==> config.mk <==
export PLATFORM = sky130hd
export DESIGN_NAME = dualrt_timer
export DESIGN_NICKNAME = d
export VERILOG_FILES = /design/src/verilog/dualrt_pkg.sv /design/src/verilog/dualrt_tick_if.sv /design/src/verilog/dualrt_timer.sv /design/src/verilog/dualrt_prescaler.sv
export SDC_FILE = /design/constraint.sdc
export NUM_CORES = 1
export LEC_CHECK = 0
export ABC_CLOCK_PERIOD_IN_PS = 2700
export BUFFER_PORTS_ARGS = -buffer_cell sky130_fd_sc_hd__buf_4
export CAP_MARGIN = 20
export CORE_ASPECT_RATIO = 1.1
export CORE_MARGIN = 2
export CORE_UTILIZATION = 51
export DETAILED_ROUTE_END_ITERATION = 7
export GPL_TIMING_DRIVEN = 1
export PLACE_DENSITY_LB_ADDON = 0.2
export REMOVE_ABC_BUFFERS = 1
export SETUP_SLACK_MARGIN = 0.4
export SLEW_MARGIN = 20
export SYNTH_ARGS = -nofsm -noshare
export SYNTH_HDL_FRONTEND = slang
export SYNTH_HIERARCHICAL = 1
export SYNTH_SLANG_ARGS = --single-unit
==> constraint.sdc <==
create_clock -name clk -period 2.7 [get_ports clk]
set_input_delay 0.27 -clock clk [delete_from_list [all_inputs] [get_ports clk]]
set_output_delay 0.27 -clock clk [all_outputs]
set_load 0.02 [all_outputs]
==> src/verilog/dualrt_pkg.sv <==
package dualrt_pkg;
  // ************************************************************
  // widths and prescaler codes
  // ************************************************************
  localparam int unsigned CNT_W     = 8;
  localparam int unsigned PS_W      = 8;
  localparam logic [1:0]  DIV_1     = 2'h0;
  localparam logic [1:0]  DIV_4     = 2'h1;
  localparam logic [1:0]  DIV_32    = 2'h2;
  localparam logic [1:0]  DIV_256   = 2'h3;
  localparam logic [7:0]  PS_MASK_1   = 8'h00;
  localparam logic [7:0]  PS_MASK_4   = 8'h03;
  localparam logic [7:0]  PS_MASK_32  = 8'h1F;
  localparam logic [7:0]  PS_MASK_256 = 8'hFF;
  // ************************************************************
  // reset values
  // ************************************************************
  localparam logic [7:0]  CNT_RST   = 8'h00;
  localparam logic [7:0]  PS_RST    = 8'h00;
  localparam logic [3:0]  NIB_RST   = 4'h0;
  localparam logic [1:0]  NR_RST    = 2'h0;
  localparam logic        BIT_RST   = 1'b0;
  // ************************************************************
  // noise rejector: accept at second falling edge of divided clock
  // ************************************************************
  localparam int unsigned NR_EDGES  = 2;
endpackage : dualrt_pkg

==> src/verilog/dualrt_tick_if.sv <==
`timescale 1ns/1ns
interface dualrt_tick_if;
  logic       osc_lo_tick;
  logic       osc_hi_tick;
  logic       osc_sel;
  logic [1:0] div_sel;
  logic       run;
  logic       clear;
  logic       tick;
  modport ctrl
  (
    output osc_lo_tick,
    output osc_hi_tick,
    output osc_sel,
    output div_sel,
    output run,
    output clear,
    input  tick
  );
  modport presc
  (
    input  osc_lo_tick,
    input  osc_hi_tick,
    input  osc_sel,
    input  div_sel,
    input  run,
    input  clear,
    output tick
  );
endinterface : dualrt_tick_if

==> src/verilog/dualrt_timer.sv <==
`timescale 1ns/1ns
module dualrt_timer
(
  input  wire logic       clk,
  input  wire logic       arst_n,
  input  wire logic       low_speed_osc,
  input  wire logic       high_speed_osc,
  input  wire logic       nr_clk_tick,
  input  wire logic       event_input_pin,
  input  wire logic       count_source_sel,
  input  wire logic       event_edge_sel,
  input  wire logic       glitch_filter_en,
  input  wire logic       ch0_run,
  input  wire logic       ch1_run,
  input  wire logic       ch0_reload_trigger,
  input  wire logic       ch1_reload_trigger,
  input  wire logic [7:0] ch0_reload_value,
  input  wire logic [7:0] ch1_reload_value,
  input  wire logic       ch0_osc_select,
  input  wire logic       ch1_osc_select,
  input  wire logic       ch0_div_lo,
  input  wire logic       ch0_div_hi,
  input  wire logic [1:0] ch1_div_sel,
  input  wire logic       ch0_lo_read,
  input  wire logic       ch0_hi_read,
  input  wire logic       ch1_lo_read,
  input  wire logic       ch1_hi_read,
  input  wire logic       ch0_irq_mask,
  input  wire logic       ch1_irq_mask,
  input  wire logic       ch0_irq_clear,
  input  wire logic       ch1_irq_clear,
  input  wire logic       toggle_pulse_out_chan_sel,
  input  wire logic       toggle_pulse_out_enable,
  output logic      [7:0] ch0_count_readout,
  output logic      [7:0] ch1_count_readout,
  output logic            ch0_irq_flag,
  output logic            ch1_irq_flag,
  output logic            irq_req,
  output logic            toggle_pulse_out,
  output logic            pulse_output_pin,
  output logic            serial_clk_out
);
  // ************************************************************
  // input synchronisers for asynchronous pins
  // ************************************************************
  logic [3:0] sync1_q;
  logic [3:0] sync2_q;
  logic [3:0] sync_d;
  logic [3:0] prev_q;
  logic       osc_lo_tick;
  logic       osc_hi_tick;
  logic       nr_fall;

  assign sync_d = {event_input_pin, nr_clk_tick, high_speed_osc, low_speed_osc};

  always_ff @(posedge clk or negedge arst_n)
  begin
    if (!arst_n)
    begin
      sync1_q <= {4{dualrt_pkg::BIT_RST}};
      sync2_q <= {4{dualrt_pkg::BIT_RST}};
      prev_q  <= {4{dualrt_pkg::BIT_RST}};
    end
    else
    begin
      sync1_q <= sync_d;
      sync2_q <= sync1_q;
      prev_q  <= sync2_q;
    end
  end

  // oscillators are sampled as slow clocks; rising edge is one source tick
  assign osc_lo_tick = sync2_q[0] && !prev_q[0];
  assign osc_hi_tick = sync2_q[1] && !prev_q[1];
  assign nr_fall     = !sync2_q[2] && prev_q[2];

  // ************************************************************
  // noise rejector and edge select for channel 0 event input
  // ************************************************************
  logic       filt_q;
  logic       filt_d;
  logic [1:0] nr_cnt_q;
  logic [1:0] nr_cnt_d;
  logic       ev_level;
  logic       ev_prev_lvl_q;
  logic       ev_edge;

  always_comb
  begin
    filt_d   = filt_q;
    nr_cnt_d = nr_cnt_q;
    if (sync2_q[3] == filt_q)
      nr_cnt_d = dualrt_pkg::NR_RST;
    else if (nr_fall)
    begin
      if (nr_cnt_q == 2'(dualrt_pkg::NR_EDGES - 1))
      begin
        filt_d   = sync2_q[3];
        nr_cnt_d = dualrt_pkg::NR_RST;
      end
      else
        nr_cnt_d = nr_cnt_q + 2'h1;
    end
  end

  always_ff @(posedge clk or negedge arst_n)
  begin
    if (!arst_n)
    begin
      filt_q        <= dualrt_pkg::BIT_RST;
      nr_cnt_q      <= dualrt_pkg::NR_RST;
      ev_prev_lvl_q <= dualrt_pkg::BIT_RST;
    end
    else
    begin
      filt_q        <= filt_d;
      nr_cnt_q      <= nr_cnt_d;
      ev_prev_lvl_q <= ev_level;
    end
  end

  assign ev_level = glitch_filter_en ? filt_q : prev_q[3];
  assign ev_edge  = event_edge_sel ? (ev_level && !ev_prev_lvl_q)
                                   : (!ev_level && ev_prev_lvl_q);

  // ************************************************************
  // per-channel prescaler, down counter and readout latch
  // ************************************************************
  logic [1:0] run;
  logic [1:0] trig;
  logic [1:0] osc_sel;
  logic [1:0] div_sel [2];
  logic [7:0] rld [2];
  logic [1:0] lo_rd;
  logic [1:0] hi_rd;
  logic [1:0] msk;
  logic [1:0] iclr;
  logic [1:0] ps_tick;
  logic [1:0] cnt_clk;
  logic [1:0] uflow;
  logic [7:0] cnt_q [2];
  logic [7:0] cnt_d [2];
  logic [3:0] hold_q [2];
  logic [3:0] hold_d [2];
  logic [7:0] rd_q [2];
  logic [7:0] rd_d [2];
  logic [1:0] frz_q;
  logic [1:0] frz_d;
  logic [1:0] iflag_q;
  logic [1:0] iflag_d;

  assign run        = {ch1_run, ch0_run};
  assign trig       = {ch1_reload_trigger, ch0_reload_trigger};
  assign osc_sel    = {ch1_osc_select, ch0_osc_select};
  assign div_sel[0] = {ch0_div_hi, ch0_div_lo};
  assign div_sel[1] = ch1_div_sel;
  assign rld[0]     = ch0_reload_value;
  assign rld[1]     = ch1_reload_value;
  assign lo_rd      = {ch1_lo_read, ch0_lo_read};
  assign hi_rd      = {ch1_hi_read, ch0_hi_read};
  assign msk        = {ch1_irq_mask, ch0_irq_mask};
  assign iclr       = {ch1_irq_clear, ch0_irq_clear};

  // channel 1 never sees the event input
  assign cnt_clk[0] = count_source_sel ? (ch0_run && ev_edge) : ps_tick[0];
  assign cnt_clk[1] = ps_tick[1];

  genvar g;
  generate
    for (g = 0; g < 2; g++)
    begin : g_ch
      dualrt_tick_if tick_bus ();

      assign tick_bus.osc_lo_tick = osc_lo_tick;
      assign tick_bus.osc_hi_tick = osc_hi_tick;
      assign tick_bus.osc_sel     = osc_sel[g];
      assign tick_bus.div_sel     = div_sel[g];
      assign tick_bus.run         = run[g];
      assign tick_bus.clear       = trig[g];
      assign ps_tick[g]           = tick_bus.tick;

      dualrt_prescaler u_presc
      (
        .clk    (clk),
        .arst_n (arst_n),
        .bus    (tick_bus.presc)
      );

      assign uflow[g] = cnt_clk[g] && !trig[g] && (cnt_q[g] == dualrt_pkg::CNT_RST);

      always_comb
      begin
        cnt_d[g]  = cnt_q[g];
        hold_d[g] = hold_q[g];
        frz_d[g]  = frz_q[g];
        if (trig[g] || uflow[g])
          cnt_d[g] = rld[g];
        else if (cnt_clk[g])
          cnt_d[g] = cnt_q[g] - 8'h01;
        if (lo_rd[g])
        begin
          frz_d[g]  = 1'b1;
          hold_d[g] = cnt_q[g][7:4];
        end
        else if (hi_rd[g])
          frz_d[g] = 1'b0;
        // set wins over a clear in the same cycle
        iflag_d[g] = uflow[g] || (iflag_q[g] && !iclr[g]);
        rd_d[g]    = {frz_d[g] ? hold_d[g] : cnt_d[g][7:4], cnt_d[g][3:0]};
      end

      always_ff @(posedge clk or negedge arst_n)
      begin
        if (!arst_n)
        begin
          cnt_q[g]   <= dualrt_pkg::CNT_RST;
          hold_q[g]  <= dualrt_pkg::NIB_RST;
          frz_q[g]   <= dualrt_pkg::BIT_RST;
          iflag_q[g] <= dualrt_pkg::BIT_RST;
          rd_q[g]    <= dualrt_pkg::CNT_RST;
        end
        else
        begin
          cnt_q[g]   <= cnt_d[g];
          hold_q[g]  <= hold_d[g];
          frz_q[g]   <= frz_d[g];
          iflag_q[g] <= iflag_d[g];
          rd_q[g]    <= rd_d[g];
        end
      end
    end
  endgenerate

  // readout is registered so the high nibble captured at the low read is stable
  assign ch0_count_readout = rd_q[0];
  assign ch1_count_readout = rd_q[1];
  assign ch0_irq_flag      = iflag_q[0];
  assign ch1_irq_flag      = iflag_q[1];
  assign irq_req           = |(iflag_q & msk);

  // ************************************************************
  // toggle output and serial clock
  // ************************************************************
  logic tog_q;
  logic tog_d;
  logic ser_q;
  logic ser_d;

  always_comb
  begin
    tog_d = tog_q ^ uflow[toggle_pulse_out_chan_sel];
    ser_d = ser_q ^ uflow[1];
  end

  always_ff @(posedge clk or negedge arst_n)
  begin
    if (!arst_n)
    begin
      tog_q <= dualrt_pkg::BIT_RST;
      ser_q <= dualrt_pkg::BIT_RST;
    end
    else
    begin
      tog_q <= tog_d;
      ser_q <= ser_d;
    end
  end

  assign toggle_pulse_out = tog_q;
  // pin idles high when output is off
  assign pulse_output_pin = toggle_pulse_out_enable ? tog_q : 1'b1;
  assign serial_clk_out   = ser_q;
endmodule : dualrt_timer

==> src/verilog/dualrt_prescaler.sv <==
`timescale 1ns/1ns
module dualrt_prescaler
(
  input  wire logic  clk,
  input  wire logic  arst_n,
  dualrt_tick_if.presc bus
);
  logic [7:0] cnt_q;
  logic [7:0] cnt_d;
  logic       src;
  logic [7:0] mask;

  always_comb
  begin
    src = bus.osc_sel ? bus.osc_hi_tick : bus.osc_lo_tick;
    case (bus.div_sel)
      dualrt_pkg::DIV_1:   mask = dualrt_pkg::PS_MASK_1;
      dualrt_pkg::DIV_4:   mask = dualrt_pkg::PS_MASK_4;
      dualrt_pkg::DIV_32:  mask = dualrt_pkg::PS_MASK_32;
      dualrt_pkg::DIV_256: mask = dualrt_pkg::PS_MASK_256;
      default:             mask = dualrt_pkg::PS_MASK_1;
    endcase
    cnt_d = cnt_q;
    if (bus.clear || !bus.run)
      cnt_d = dualrt_pkg::PS_RST;
    else if (src)
      cnt_d = (cnt_q & mask) == mask ? dualrt_pkg::PS_RST : cnt_q + 8'h01;
    bus.tick = bus.run && src && ((cnt_q & mask) == mask);
  end

  always_ff @(posedge clk or negedge arst_n)
  begin
    if (!arst_n)
      cnt_q <= dualrt_pkg::PS_RST;
    else
      cnt_q <= cnt_d;
  end
endmodule : dualrt_prescaler

# --- After elaboration in Yosys (flattened, before gate mapping) ---
# Cells that the tools add are included.
# W data, S select, Z words.
totals:
  ff_bits: 78
  in_bits: 45
  output_inout_bits: 22
  elab_cells: 115
classes:
  add_sub_neg: 5
  n_lt_le_gt_ge: 1
  n_eq_ne: 10
  mux: 31
  bitwise: 6
  n_reduce_logical: 42
op_table:
  columns: ["cell", "count"]
  rows:
  - ["$mux W8", 10]
  - ["$pmux W8 S4", 2]
  - ["$add A8 B1 Y8 const B", 2]
  - ["$and A8 B8 Y8", 2]
  - ["$eq A8 B8 Y1", 2]
  - ["$logic_and A1 B1 Y1", 16]
  - ["$logic_not A8 Y1", 2]
  - ["$mux W4", 4]
  - ["$sub A8 B1 Y8 const B", 2]
  - ["$mux W1", 12]
  - ["$logic_not A1 Y1", 11]
  - ["$eq A2 B2 Y1 const B", 4]
  - ["$eq A2 B1 Y1 const B", 3]
  - ["$logic_or A1 B1 Y1", 6]
  - ["$mux W2", 3]
  - ["$reduce_bool A2 Y1", 3]
  - ["$logic_not A2 Y1", 2]
  - ["$reduce_and A3 Y1", 1]
  - ["$add A2 B1 Y2 const B", 1]
  - ["$and A2 B2 Y2", 1]
  - ["$lt A1 B2 Y1 const B", 1]
  - ["$reduce_or A2 Y1", 1]
  - ["$xor A1 B1 Y1", 2]
  - ["$eq A1 B1 Y1", 1]
  - ["$not A1 Y1", 1]

# --- Logic depth before layout (Yosys ltp) ---
# Gate-level depths: netlist of the first run.
depth:
  depth_word: 11
  depth_mapped: 10
  depth_no_buf: 9

# --- Cells and area by module ---
# Netlist of the first run, hierarchy kept.
by_module_without_submodules:
  columns: ["mod", "n_inst", "cells_per_inst", "area_each_um2", "seq_area_each_um2"]
  rows:
  - ["dualrt_timer", 1, 237, 2573.7, 1351.3]
  - ["dualrt_prescaler", 2, 48, 494.2, 200.2]

# --- Least setup slack after synthesis of the first run ---
# Ideal clock, no wire load.
synth_timing:
  path_type: "reg2reg"
  from: "register g_ch[1].u_presc.cnt_q[5]"
  to: "register rd_q (netlist bit ch1_count_readout[4])"
  setup_ns: 0.125
  t_arrival_ns: 2.320
  t_required_ns: 2.575
  slack_ns: 0.256
  stages_incl_launch_ff: 10
  n_path_buf: 1
  synth_period_minus_slack_ns: 2.444
  cell_sequence: "dfrtp_1 -> and3_1 -> o211a_1 -> o21a_4 -> and2_1 -> and3b_1 -> a31oi_1 -> clkbuf_1 -> a21oi_1 -> mux2_2"
synth_lines:
  columns: ["item", "line", "rtl"]
  rows:
  - ["start, declared", "dualrt_prescaler.sv:8", "logic [7:0] cnt_q;"]
  - ["start signal, assigned", "dualrt_prescaler.sv:34", "cnt_q <= dualrt_pkg::PS_RST;"]
  - ["start signal, assigned", "dualrt_prescaler.sv:36", "cnt_q <= cnt_d;"]
  - ["end signal, assigned by index", "dualrt_timer.sv:220", "rd_q[g] <= dualrt_pkg::CNT_RST;"]
  - ["end signal, assigned by index", "dualrt_timer.sv:228", "rd_q[g] <= rd_d[g];"]
  - ["end, declared", "dualrt_timer.sv:145", "logic [7:0] rd_q [2];"]

==> summary.md, run 1 <==
| Metric | Value |
|---|---|
| Status | `finished clean` |
| GRT Util Overall | `21.1%` |
| Main synth FF type | `dfrtp_1` |
| Input/output buffers | `66` |
| Switch share | `27.1%` |
| Fin Clk Skew | `0.0107 ns` |
| Worst Hold Launch | `nr_clk_tick` |
| Cts bufs inserted | `9` |
| Post-synthesis sequential area ratio | `49.2%` |
| Vias in the first global route | `2775` |
| Cells after synthesis | `333` |
| Die ar. | `7670 µm²` |
| Skew-Pair Late Insertion Delay | `0.34 ns` |
| Commonest non-fill, non-tap cell in the layout | `buf_4` |
| Layout Nets | `473` |
| Synth Register Bits | `70` |
| Drt pass-1 iters | `4` |
| Leak pwr | `2.16 nW` |
| Final hold violations | `0` |
| First-pass GRT wire length | `13000 µm` |
| Worst Reg-to-Reg Cells | `8` |
| CP Capture Type | `register` |
| Ratio of cells with drive above 1 in the final layout | `37.8%` |
| VDD IR max | `0.433 mV` |
| Crit path time final | `2.35 ns` |
| Largest cells by area after synthesis | `dfrtp_1, mux2_2, xor2_1` |
| Post-synth ARST share | `100%` |
| Post-synthesis cell type count | `61` |
| WHS Endpoint | `sync1_q[2]` |
| Comb pwr share | `19.1%` |
| EDFF count, synth | `0` |
| CP Launch Type | `register` |
| Initial DRC Count | `145` |
| Hpwl dp | `5200 µm` |
| Post-Syn Area | `3560 µm²` |
| Crit path DAT | `2.57 ns` |
| Most frequent cells in the layout | `buf_4, dfrtp_1, nor2_1` |
| Top-Level Pins | `67` |
| Leading area contributor after synthesis | `dfrtp_1` |
| Final Core Density | `68.6%` |
| Area share of the largest cell type after synthesis | `49.2%` |
| Peak Freq | `426 MHz` |
| Root Driver | `clkbuf_8` |
| GPL Wtd Cong | `0.836` |
| Remaining routing DRC violations | `0` |
| Flop-to-flop setup slack | `0.35 ns` |
| Worst Hold Class | `input pin to register` |
| Endpoints failing setup | `0` |
| Max incr delay on CP | `0.41 ns` |
| Max Buffers Root-to-Sink | `2` |
| Via count | `2867` |
| Initial antenna violation count | `0` |
| Max Cap Violations | `0` |
| Worst-Margin Slew | `0.849 ns` |
| Hold-critical path depth | `1` |
| Clock power share | `34.3%` |
| RR Startpoint | `g_ch[0].u_presc/cnt_q[7]` |
| WL/cell | `15.1 µm` |
| Net Switching | `0.000730 W` |
| Critical-path top delay cell | `or4_4` |
| Reg power frac | `46.5%` |
| Crit share post-route | `86.9%` |
| DRT antenna net count | `0` |
| TNS Setup | `0 ns` |
| Initial Util | `53.4%` |
| Clock slew at reported path FFs | `0.07 ns` |
| Reg2reg end | `ch0_count_readout[6]` |
| CTS Sinks | `70` |
| Int Pwr | `0.00196 W` |
| Vias/cell | `5.61` |
| Pins Over Slew Limit | `0` |
| Die height | `91.7 µm` |
| Yosys warns | `6` |
| CTS tree | `done` |
| Unrepaired setup endpoints after global routing | `true` |
| Detailed Route WL | `7740 µm` |
| Bufs and invs on worst path | `0` |
| Critical path's top delay family | `simple AND/OR/NAND/NOR gates` |
| Crit Path Category | `register to register` |
| CTS H-tree lvls | `3` |
| Core Region | `6670 µm²` |
| ANT cells | `0` |
| Critical Path RT | `2.92 ns` |
| Crit-path cells | `and3_4 > o211a_1 > o21a_4 > and2_4 > and2b_2 > or4_4 > and4_4 > mux2_4` |
| CP max FO | `5` |
| Num rows | `31` |
| Slew margin rel. | `43.4%` |
| Global route overflow | `0` |
| Largest net degree at the start of global routing | `71` |
| Width of the die | `83.7 µm` |
| Syn-to-layout area delta | `28.6%` |
| Power density over cell area | `587 nW/µm²` |
| Mapped Avg Cell Area | `10.7 µm²` |
## final cells by class
cell class / instances / area, µm²
sequential: 70 / 1750
tap: 82 / 103
inverter: 17 / 63.8
clock inverter: 5 / 82.6
clock buffer: 11 / 141
fill: 509 / 2090
timing repair buffer: 98 / 736
multi-input combinational: 228 / 1700
## worst register-to-register path, delay by kind of cell (launching register included)
family             cells  cell delay (ns)
and+or+nand+nor        5             1.18
muxes                  1             0.25
DFF                    1             0.39
AOI/OAI and AO/OA      2             0.43
## per-stage QoR
step | hold WS [ns] | cell area [µm²] | power, W | setup slack (ns) | cells
2_1_floorplan | -0.0256 | 3440 | 0.00154 | 0.159 | 315
3_3_place_gp | 0.332 | 4090 | 0.00175 | 0.325 | 469
3_5_place_dp | 0.336 | 4090 | 0.00176 | 0.225 | 469
4_1_cts | 0.0147 | 4440 | 0.00270 | 0.370 | 499
5_1_grt | 0.0112 | 4580 | 0.00283 | 0.305 | 511
6_report | 0.0347 | 4580 | 0.00269 | 0.354 | 511
## metal layers
layer	part of all wire, %	vias up	GRT usage (%)
li1	-	1377	-
met1	45	1393	28.3
met2	48	75	32.5
met3	4.3	22	3.78
met4	2.8	0	11.7
met5	0	-	0
## logic make-up (layout without fill, tap and decap cells)
group	after synthesis	in the layout	synth area share, %
multiplexers	23	23	7.59
flip-flops	70	70	49.2
buffers and inverters	35	131	5.13
AND/OR/NAND/NOR	108	108	16.8
XOR/XNOR	21	21	5.16
adder cells (fa/ha/maj)	4	4	1.41
AO/OA/AOI/OAI	72	72	14.8
## registers in the layout (all words and copies together) (netlist names)
register and cells:
g_ch.u_presc/cnt_q 16, ch0_count_readout 8, ch1_count_readout 8, cnt_q 8, hold_q 8, prev_q 4, sync1_q 4, sync2_q 4
frz_q 2, nr_cnt_q 2, ch0_irq_flag 1, ch1_irq_flag 1, ev_prev_lvl_q 1, filt_q 1, serial_clk_out 1, toggle_pulse_out 1
## power by group through the flow
| stage | Clock [W] | Sequential, W | Combinational [W] |
|---|---|---|---|
| after detailed placement | 0 | 0.00126 | 0.000493 |
| after global placement | 0 | 0.00126 | 0.000483 |
| final | 0.000924 | 0.00125 | 0.000514 |
| after floorplan | 0 | 0.00129 | 0.000251 |
| after global routing | 0.000998 | 0.00127 | 0.000567 |
| after CTS | 0.000950 | 0.00125 | 0.000500 |
## synth_stat cells, types with 4 or more instances
master,instances
and2_1,4
nor3_1,18
nor2b_1,4
o21ai_0,10
inv_1,17
clkbuf_1,5
nor4_1,5
nand2_1,8
mux2_2,17
buf_4,8
xnor2_1,6
ha_1,4
nor2_1,32
o2111ai_1,8
a21oi_1,14
xor2_1,15
dfrtp_1,70
nand2b_1,5
## what timing repair did
item | CTS | global route
hold endpoints to repair | 0 | 0
hold buffers | 0 | 0
buffers inserted | 14 | 12
gates resized for setup | 8 | 11
endpoints found under the setup margin | 12 | 13
pin swaps | 4 | 6
## worst max-delay path by stage
| stage | start | endpoint | slack [ns] | cells after the start |
|---|---|---|---|---|
| after floorplan | g_ch[1].u_presc/cnt_q[5] | ch1_count_readout[4] | 0.16 | 8 |
| after global placement | g_ch[0].u_presc/cnt_q[1] | ch0_count_readout[6] | 0.32 | 8 |
| after detailed placement | g_ch[1].u_presc/cnt_q[0] | ch1_count_readout[7] | 0.22 | 10 |
| after CTS | g_ch[0].u_presc/cnt_q[7] | ch0_count_readout[6] | 0.37 | 8 |
| after global routing | g_ch[0].u_presc/cnt_q[7] | ch0_count_readout[6] | 0.30 | 8 |
| final | g_ch[0].u_presc/cnt_q[7] | ch0_count_readout[6] | 0.35 | 8 |
Power figures use the tool's default switching activity.
==> run 2, diff against run 1 <==
ABC_CLOCK_PERIOD_IN_PS = 1900   (was 2700)
CORE_UTILIZATION = 50   (was 51)
clock period = 1.9 ns   (was 2.7 ns; I/O delays follow)
==> run 2 against run 1 <==
Net effect: the run now ends with negative setup slack left; die area rose by 1.9%; critical path type unchanged; critical endpoint unchanged; largest power group unchanged; largest cell class is now multi-input combinational cells; non-clock buffer count rose by 42; clock power rose by 35%; combinational power rose by 93%; fmax rose by 2.2%; routed wire length rose by 28%; register-to-register slack got worse by 0.75 ns; sequential power rose by 40%; highest routed layer unchanged.
==> summary.md, run 2 (synthesized netlist as in run 1, its figures left out) <==
| Metric | Value |
|---|---|
| CP max FO | `5` |
| Input/output buffers | `66` |
| Hold-critical path depth | `2` |
| Filler-free cell count of the finished design | `556` |
| DP Area | `4450 µm²` |
| Largest Register | `g_ch.u_presc/cnt_q` |
| Via count | `3156` |
| Leak pwr | `2.44 nW` |
| Endpoints failing setup | `28` |
| Hold Slack | `0.0202 ns` |
| Crit-path cells | `and3_1 > o211a_1 > o21a_4 > and2_4 > and2b_2 > or4_1 > and4_4 > mux2_4` |
| Final Core Density | `77.9%` |
| Status | `finished, violations left` |
| Crit Path Category | `register to register` |
| Drt pass-1 iters | `4` |
| CP Launch Type | `register` |
| Worst Hold Class | `input pin to register` |
| Clock slew at reported path FFs | `0.08 ns` |
| Ratio of cells with drive above 1 in the final layout | `53.5%` |
| Vias in the first global route | `3148` |
| Final instance area | `5420 µm²` |
| Initial DRC Count | `99` |
| Vias/cell | `5.68` |
| Inst Count DP | `518` |
| RR Startpoint | `g_ch[0].u_presc/cnt_q[7]` |
| WL/cell | `17.8 µm` |
| Core Region | `6970 µm²` |
| CP Capture Type | `register` |
| Worst Reg-to-Reg Cells | `8` |
| Met2 Use GR | `40.7%` |
| Met1 Usage GRT | `28.7%` |
| First-pass GRT wire length | `14600 µm` |
| Max Buffers Root-to-Sink | `2` |
| Reg2reg end | `ch0_count_readout[6]` |
| Top-Level Pins | `67` |
| Critical path's top delay family | `simple AND/OR/NAND/NOR gates` |
| Cts bufs inserted | `9` |
| Critical Path RT | `2.15 ns` |
| Critical-path top delay cell | `or4_1` |
| Detailed Route WL | `9890 µm` |
| DRT antenna net count | `0` |
| Layout Nets | `515` |
| Worst-Margin Slew | `0.770 ns` |
| Crit path DAT | `2.54 ns` |
| Worst setup path end | `ch0_count_readout[6]` |
| CTS tree | `done` |
| Hpwl dp | `6100 µm` |
| GPL Wtd Cong | `0.878` |
| Global route overflow | `0` |
| ANT cells | `0` |
| Skew-Pair Late Insertion Delay | `0.36 ns` |
| Bufs and invs on worst path | `0` |
| Flop-to-flop setup slack | `-0.40 ns` |
| Num rows | `32` |
| Crit. path cell count | `8` |
| VDD IR max | `0.726 mV` |
| Initial antenna violation count | `0` |
| Initial Util | `51.1%` |
| Slew margin rel. | `47.7%` |
| GR peak layer | `met2` |
| Pins Over Slew Limit | `0` |
| CTS Sinks | `70` |
| Max Cap Violations | `0` |
| Unrepaired setup endpoints after global routing | `true` |
| Power density over cell area | `736 nW/µm²` |
| CTS H-tree lvls | `3` |
| Post-route setup slack | `-0.396 ns` |
| Die ar. | `7820 µm²` |
| Fillers | `432` |
| Crit path time final | `2.30 ns` |
| Crit share post-route | `121%` |
| Remaining routing DRC violations | `0` |
| Peak Freq | `435 MHz` |
| Syn-to-layout area delta | `52.3%` |
| GR met3 Demand/Resource | `5.08%` |
| Crit path from | `g_ch[0].u_presc/cnt_q[7]` |
| GRT Util Overall | `23.9%` |
| Commonest non-fill, non-tap cell in the layout | `buf_4` |
| Fin Clk Skew | `0.0137 ns` |
| Die height | `92.5 µm` |
| Most frequent cells in the layout | `buf_4, dfrtp_1, nor2_1` |
| Max incr delay on CP | `0.41 ns` |
| Max FFs per register | `16` |
| Width of the die | `84.5 µm` |
| Violated checks | `negative setup slack` |
| Final hold violations | `0` |
| Root Driver | `clkbuf_8` |
| Largest net degree at the start of global routing | `31` |
==> run 2: cell types whose count changed in the layout (fill, tap and decap cells not counted), sizes merged <==
cell         change
buf             +37
clkinvlp         +1
bufinv           -1
dlygate4sd3      +5
clkbuf           -2
inv              +2
==> run 2: worst min path at each step <==
| stage | start | endpoint | slack (ns) |
|---|---|---|---|
| 2_1_floorplan | arst_n | ch0_count_readout[0] | -0.11 |
| 5_1_grt | ch0_irq_clear | ch0_irq_flag | 0.01 |
| 3_5_place_dp | arst_n | g_ch[0].u_presc/cnt_q[2] | 0.15 |
| 4_1_cts | ch0_irq_clear | ch0_irq_flag | 0.009 |
| 3_3_place_gp | arst_n | g_ch[0].u_presc/cnt_q[2] | 0.15 |
| 6_report | ch0_irq_clear | ch0_irq_flag | 0.02 |
==> run 2: power breakdown <==
| group | total, W | switching [W] | leakage, nW | internal [W] |
|---|---|---|---|---|
| Sequential | 0.00175 | 0.000110 | 0.863 | 0.00164 |
| Clock | 0.00125 | 0.000627 | 0.100 | 0.000621 |
| Combinational | 0.000994 | 0.000506 | 1.48 | 0.000488 |
==> run 2: final cells by class <==
class | instances | area, µm² | area share, %
Clock buffer | 9 | 124 | 2.28
Tap cell | 85 | 106 | 1.96
Clock inverter | 7 | 81.3 | 1.50
Timing Repair Buffer | 140 | 1140 | 21.1
Multi-Input combinational cell | 228 | 2150 | 39.7
Inverter | 17 | 63.8 | 1.18
Sequential cell | 70 | 1750 | 32.3
==> run 2: per-stage QoR <==
stage	setup WS [ns]	TNS, ns	total power, W
2_1_floorplan	-0.641	-8.70	0.00219
3_3_place_gp	-0.406	-6.57	0.00257
3_5_place_dp	-0.433	-7.50	0.00259
4_1_cts	-0.410	-6.07	0.00392
5_1_grt	-0.453	-8.66	0.00418
6_report	-0.396	-6.57	0.00399
==> run 2: timing repair <==
action,in CTS,in global routing
hold buffers,5,0
hold endpoints to repair,30,0
gates resized for setup,63,63
buffers inserted,6,10
setup endpoints to repair,41,44
cloned,1,0
pin swaps,36,34
==> run 2: metal layers <==
| layer | wire length [µm] | part of all wire, % | vias to the layer above |
|---|---|---|---|
| met3 | 404 | 4.1 | 29 |
| met5 | 0 | 0 | - |
| li1 | - | - | 1461 |
| met4 | 354 | 3.6 | 0 |
| met2 | 5210 | 53 | 89 |
| met1 | 3920 | 40 | 1577 |
==> run 3, diff against run 2 <==
CELL_PAD_IN_SITES_DETAIL_PLACEMENT = 0   (was default)
CELL_PAD_IN_SITES_GLOBAL_PLACEMENT = 1   (was default)
CORE_UTILIZATION = 39   (was 50)
==> run 3 against run 2 <==
Net effect: the run still ends with negative setup slack left; clock skew grew 0.0037 ns; utilization decreased by 17 points; clock power fell by 7%; routed wire length is 10% lower; first-iteration DRC count is 5.1% lower; worst hold slack better by 0.00053 ns; combinational power shrank 2.0%; critical path type unchanged.
==> summary.md, run 3 (synthesized netlist as in run 1, its figures left out) <==
| Metric | Value |
|---|---|
| Status | `finished, violations left` |
| Violated checks | `negative setup slack` |
| Slew margin rel. | `51.0%` |
| Fillers | `732` |
| Ratio of cells with drive above 1 in the final layout | `51.8%` |
| Root Driver | `clkbuf_8` |
| Crit share post-route | `122%` |
| Vias/cell | `5.11` |
| Worst Reg-to-Reg Cells | `8` |
| Crit path from | `g_ch[0].u_presc/cnt_q[6]` |
| Largest net degree at the start of global routing | `71` |
| Most frequent cells in the layout | `buf_4, dfrtp_1, nor2_1` |
| Core Region | `8870 µm²` |
| Peak Freq | `432 MHz` |
| Max FFs per register | `16` |
| Register Area | `1750 µm²` |
| Total chip power | `0.00388 W` |
| CTS Sinks | `70` |
| CP max FO | `3` |
| Critical Path RT | `2.13 ns` |
| Worst-Margin Slew | `0.735 ns` |
| Hpwl dp | `5770 µm` |
| Drt pass-1 iters | `4` |
| Initial Util | `40.1%` |
| Skew-Pair Late Insertion Delay | `0.34 ns` |
| Post-route setup slack | `-0.412 ns` |
| Top-Level Pins | `67` |
| CTS H-tree lvls | `3` |
| Initial antenna violation count | `0` |
| CTS tree | `done` |
| Layout Nets | `517` |
| Detailed Route WL | `8910 µm` |
| CP Launch Type | `register` |
| GRT Util Overall | `17.9%` |
| Switch share | `32.1%` |
| Vias in the first global route | `3071` |
| Hold-critical path depth | `2` |
| Num rows | `36` |
| Clock slew at reported path FFs | `0.08 ns` |
| Pins Over Slew Limit | `0` |
| Hold Slack | `0.0208 ns` |
| Net Switching | `0.00125 W` |
| Width of the die | `95.1 µm` |
| Final hold violations | `0` |
| Max Cap Violations | `0` |
| Remaining routing DRC violations | `0` |
| GPL Wtd Cong | `0.823` |
| Via count | `3002` |
| Final Core Density | `61.3%` |
| Power density over cell area | `713 nW/µm²` |
| Syn-to-layout area delta | `52.8%` |
| Multi-input gate area | `2120 µm²` |
| Die ar. | `9920 µm²` |
| Global route overflow | `0` |
| Input/output buffers | `66` |
| Worst Hold Class | `input pin to register` |
| Unrepaired setup endpoints after global routing | `true` |
| Int Pwr | `0.00264 W` |
| CP Capture Type | `register` |
| Crit path time final | `2.31 ns` |
| Worst Hold Launch | `ch0_irq_clear` |
| Comb pwr share | `25.1%` |
| Fin Clk Skew | `0.0175 ns` |
| VDD IR max | `0.406 mV` |
| DRT antenna net count | `0` |
| Initial DRC Count | `94` |
| Max Buffers Root-to-Sink | `2` |
| Clock power share | `29.9%` |
| Endpoints failing setup | `28` |
| Leak pwr | `2.43 nW` |
| Crit path DAT | `2.54 ns` |
| RR Startpoint | `g_ch[0].u_presc/cnt_q[6]` |
| First-pass GRT wire length | `14100 µm` |
| Commonest non-fill, non-tap cell in the layout | `buf_4` |
| Crit Path Category | `register to register` |
| ANT cells | `0` |
| Reg power frac | `45.0%` |
| Die height | `104 µm` |
| Cts bufs inserted | `9` |
| Largest Register | `g_ch.u_presc/cnt_q` |
| WL/cell | `15.2 µm` |
[run 3: through the flow]
stage	cells	area (µm²)	worst slack, ns	TNS [ns]
CTS	575	5080	-0.420	-5.89
finish	587	5440	-0.412	-6.82
global route	587	5440	-0.479	-9.14
detailed placement	546	4480	-0.414	-6.93
floorplan	315	3440	-0.641	-8.70
global placement	546	4480	-0.399	-6.88
[run 3: per-layer routing]
metal	part of all wire, %	track usage [%]	wire length (µm)	up-vias
li1	-	-	-	1463
met1	45	23.7	3980	1468
met2	50	29.2	4480	55
met3	3.3	3.62	293	16
met4	1.7	5.38	154	0
met5	0	0	0	-
[run 3: final timing paths]
| kind | to | slack, ns |
|---|---|---|
| min reg2reg | sync2_q[0] | 0.36 |
| min | ch0_irq_flag | 0.02 |
| max in group asynchronous | toggle_pulse_out | 1.19 |
| max | ch0_count_readout[6] | -0.41 |
| min in group asynchronous | g_ch[0].u_presc/cnt_q[4] | 0.39 |
| max reg2reg | ch0_count_readout[6] | -0.41 |
[run 3: power groups by stage]
stage          Clock (W)  Sequential (W)  Combinational [W]
6_report         0.00116         0.00175           0.000974
4_1_cts          0.00119         0.00174           0.000930
2_1_floorplan          0         0.00183           0.000357
3_3_place_gp           0         0.00177           0.000837
5_1_grt          0.00126         0.00177            0.00106
3_5_place_dp           0         0.00177           0.000840
[run 3: worst max-delay path, stage by stage (launching register included)]
cell	delay (ns)
dfrtp_1	0.38
and3_4	0.17
o211a_1	0.23
o21a_4	0.20
and2_4	0.12
and2b_2	0.20
or4_1	0.47
and4_4	0.19
mux2_4	0.25
[run 3: timing repair]
action / 4_1_cts / 5_1_grt
setup buffers: 8 / 12
gates resized for setup: 72 / 50
pin swaps: 32 / 28
endpoints found under the hold margin: 74 / 0
endpoints found under the setup margin: 44 / 42
hold buffers: 5 / 0
[run 3: area by class of cell]
cell class | instances | area share (%)
clock buffer | 9 | 2.28
clock inverter | 7 | 1.13
inverter | 17 | 1.17
multi-input combinational | 228 | 39.0
sequential | 70 | 32.2
tap | 114 | 2.62
timing repair buffer | 142 | 21.6
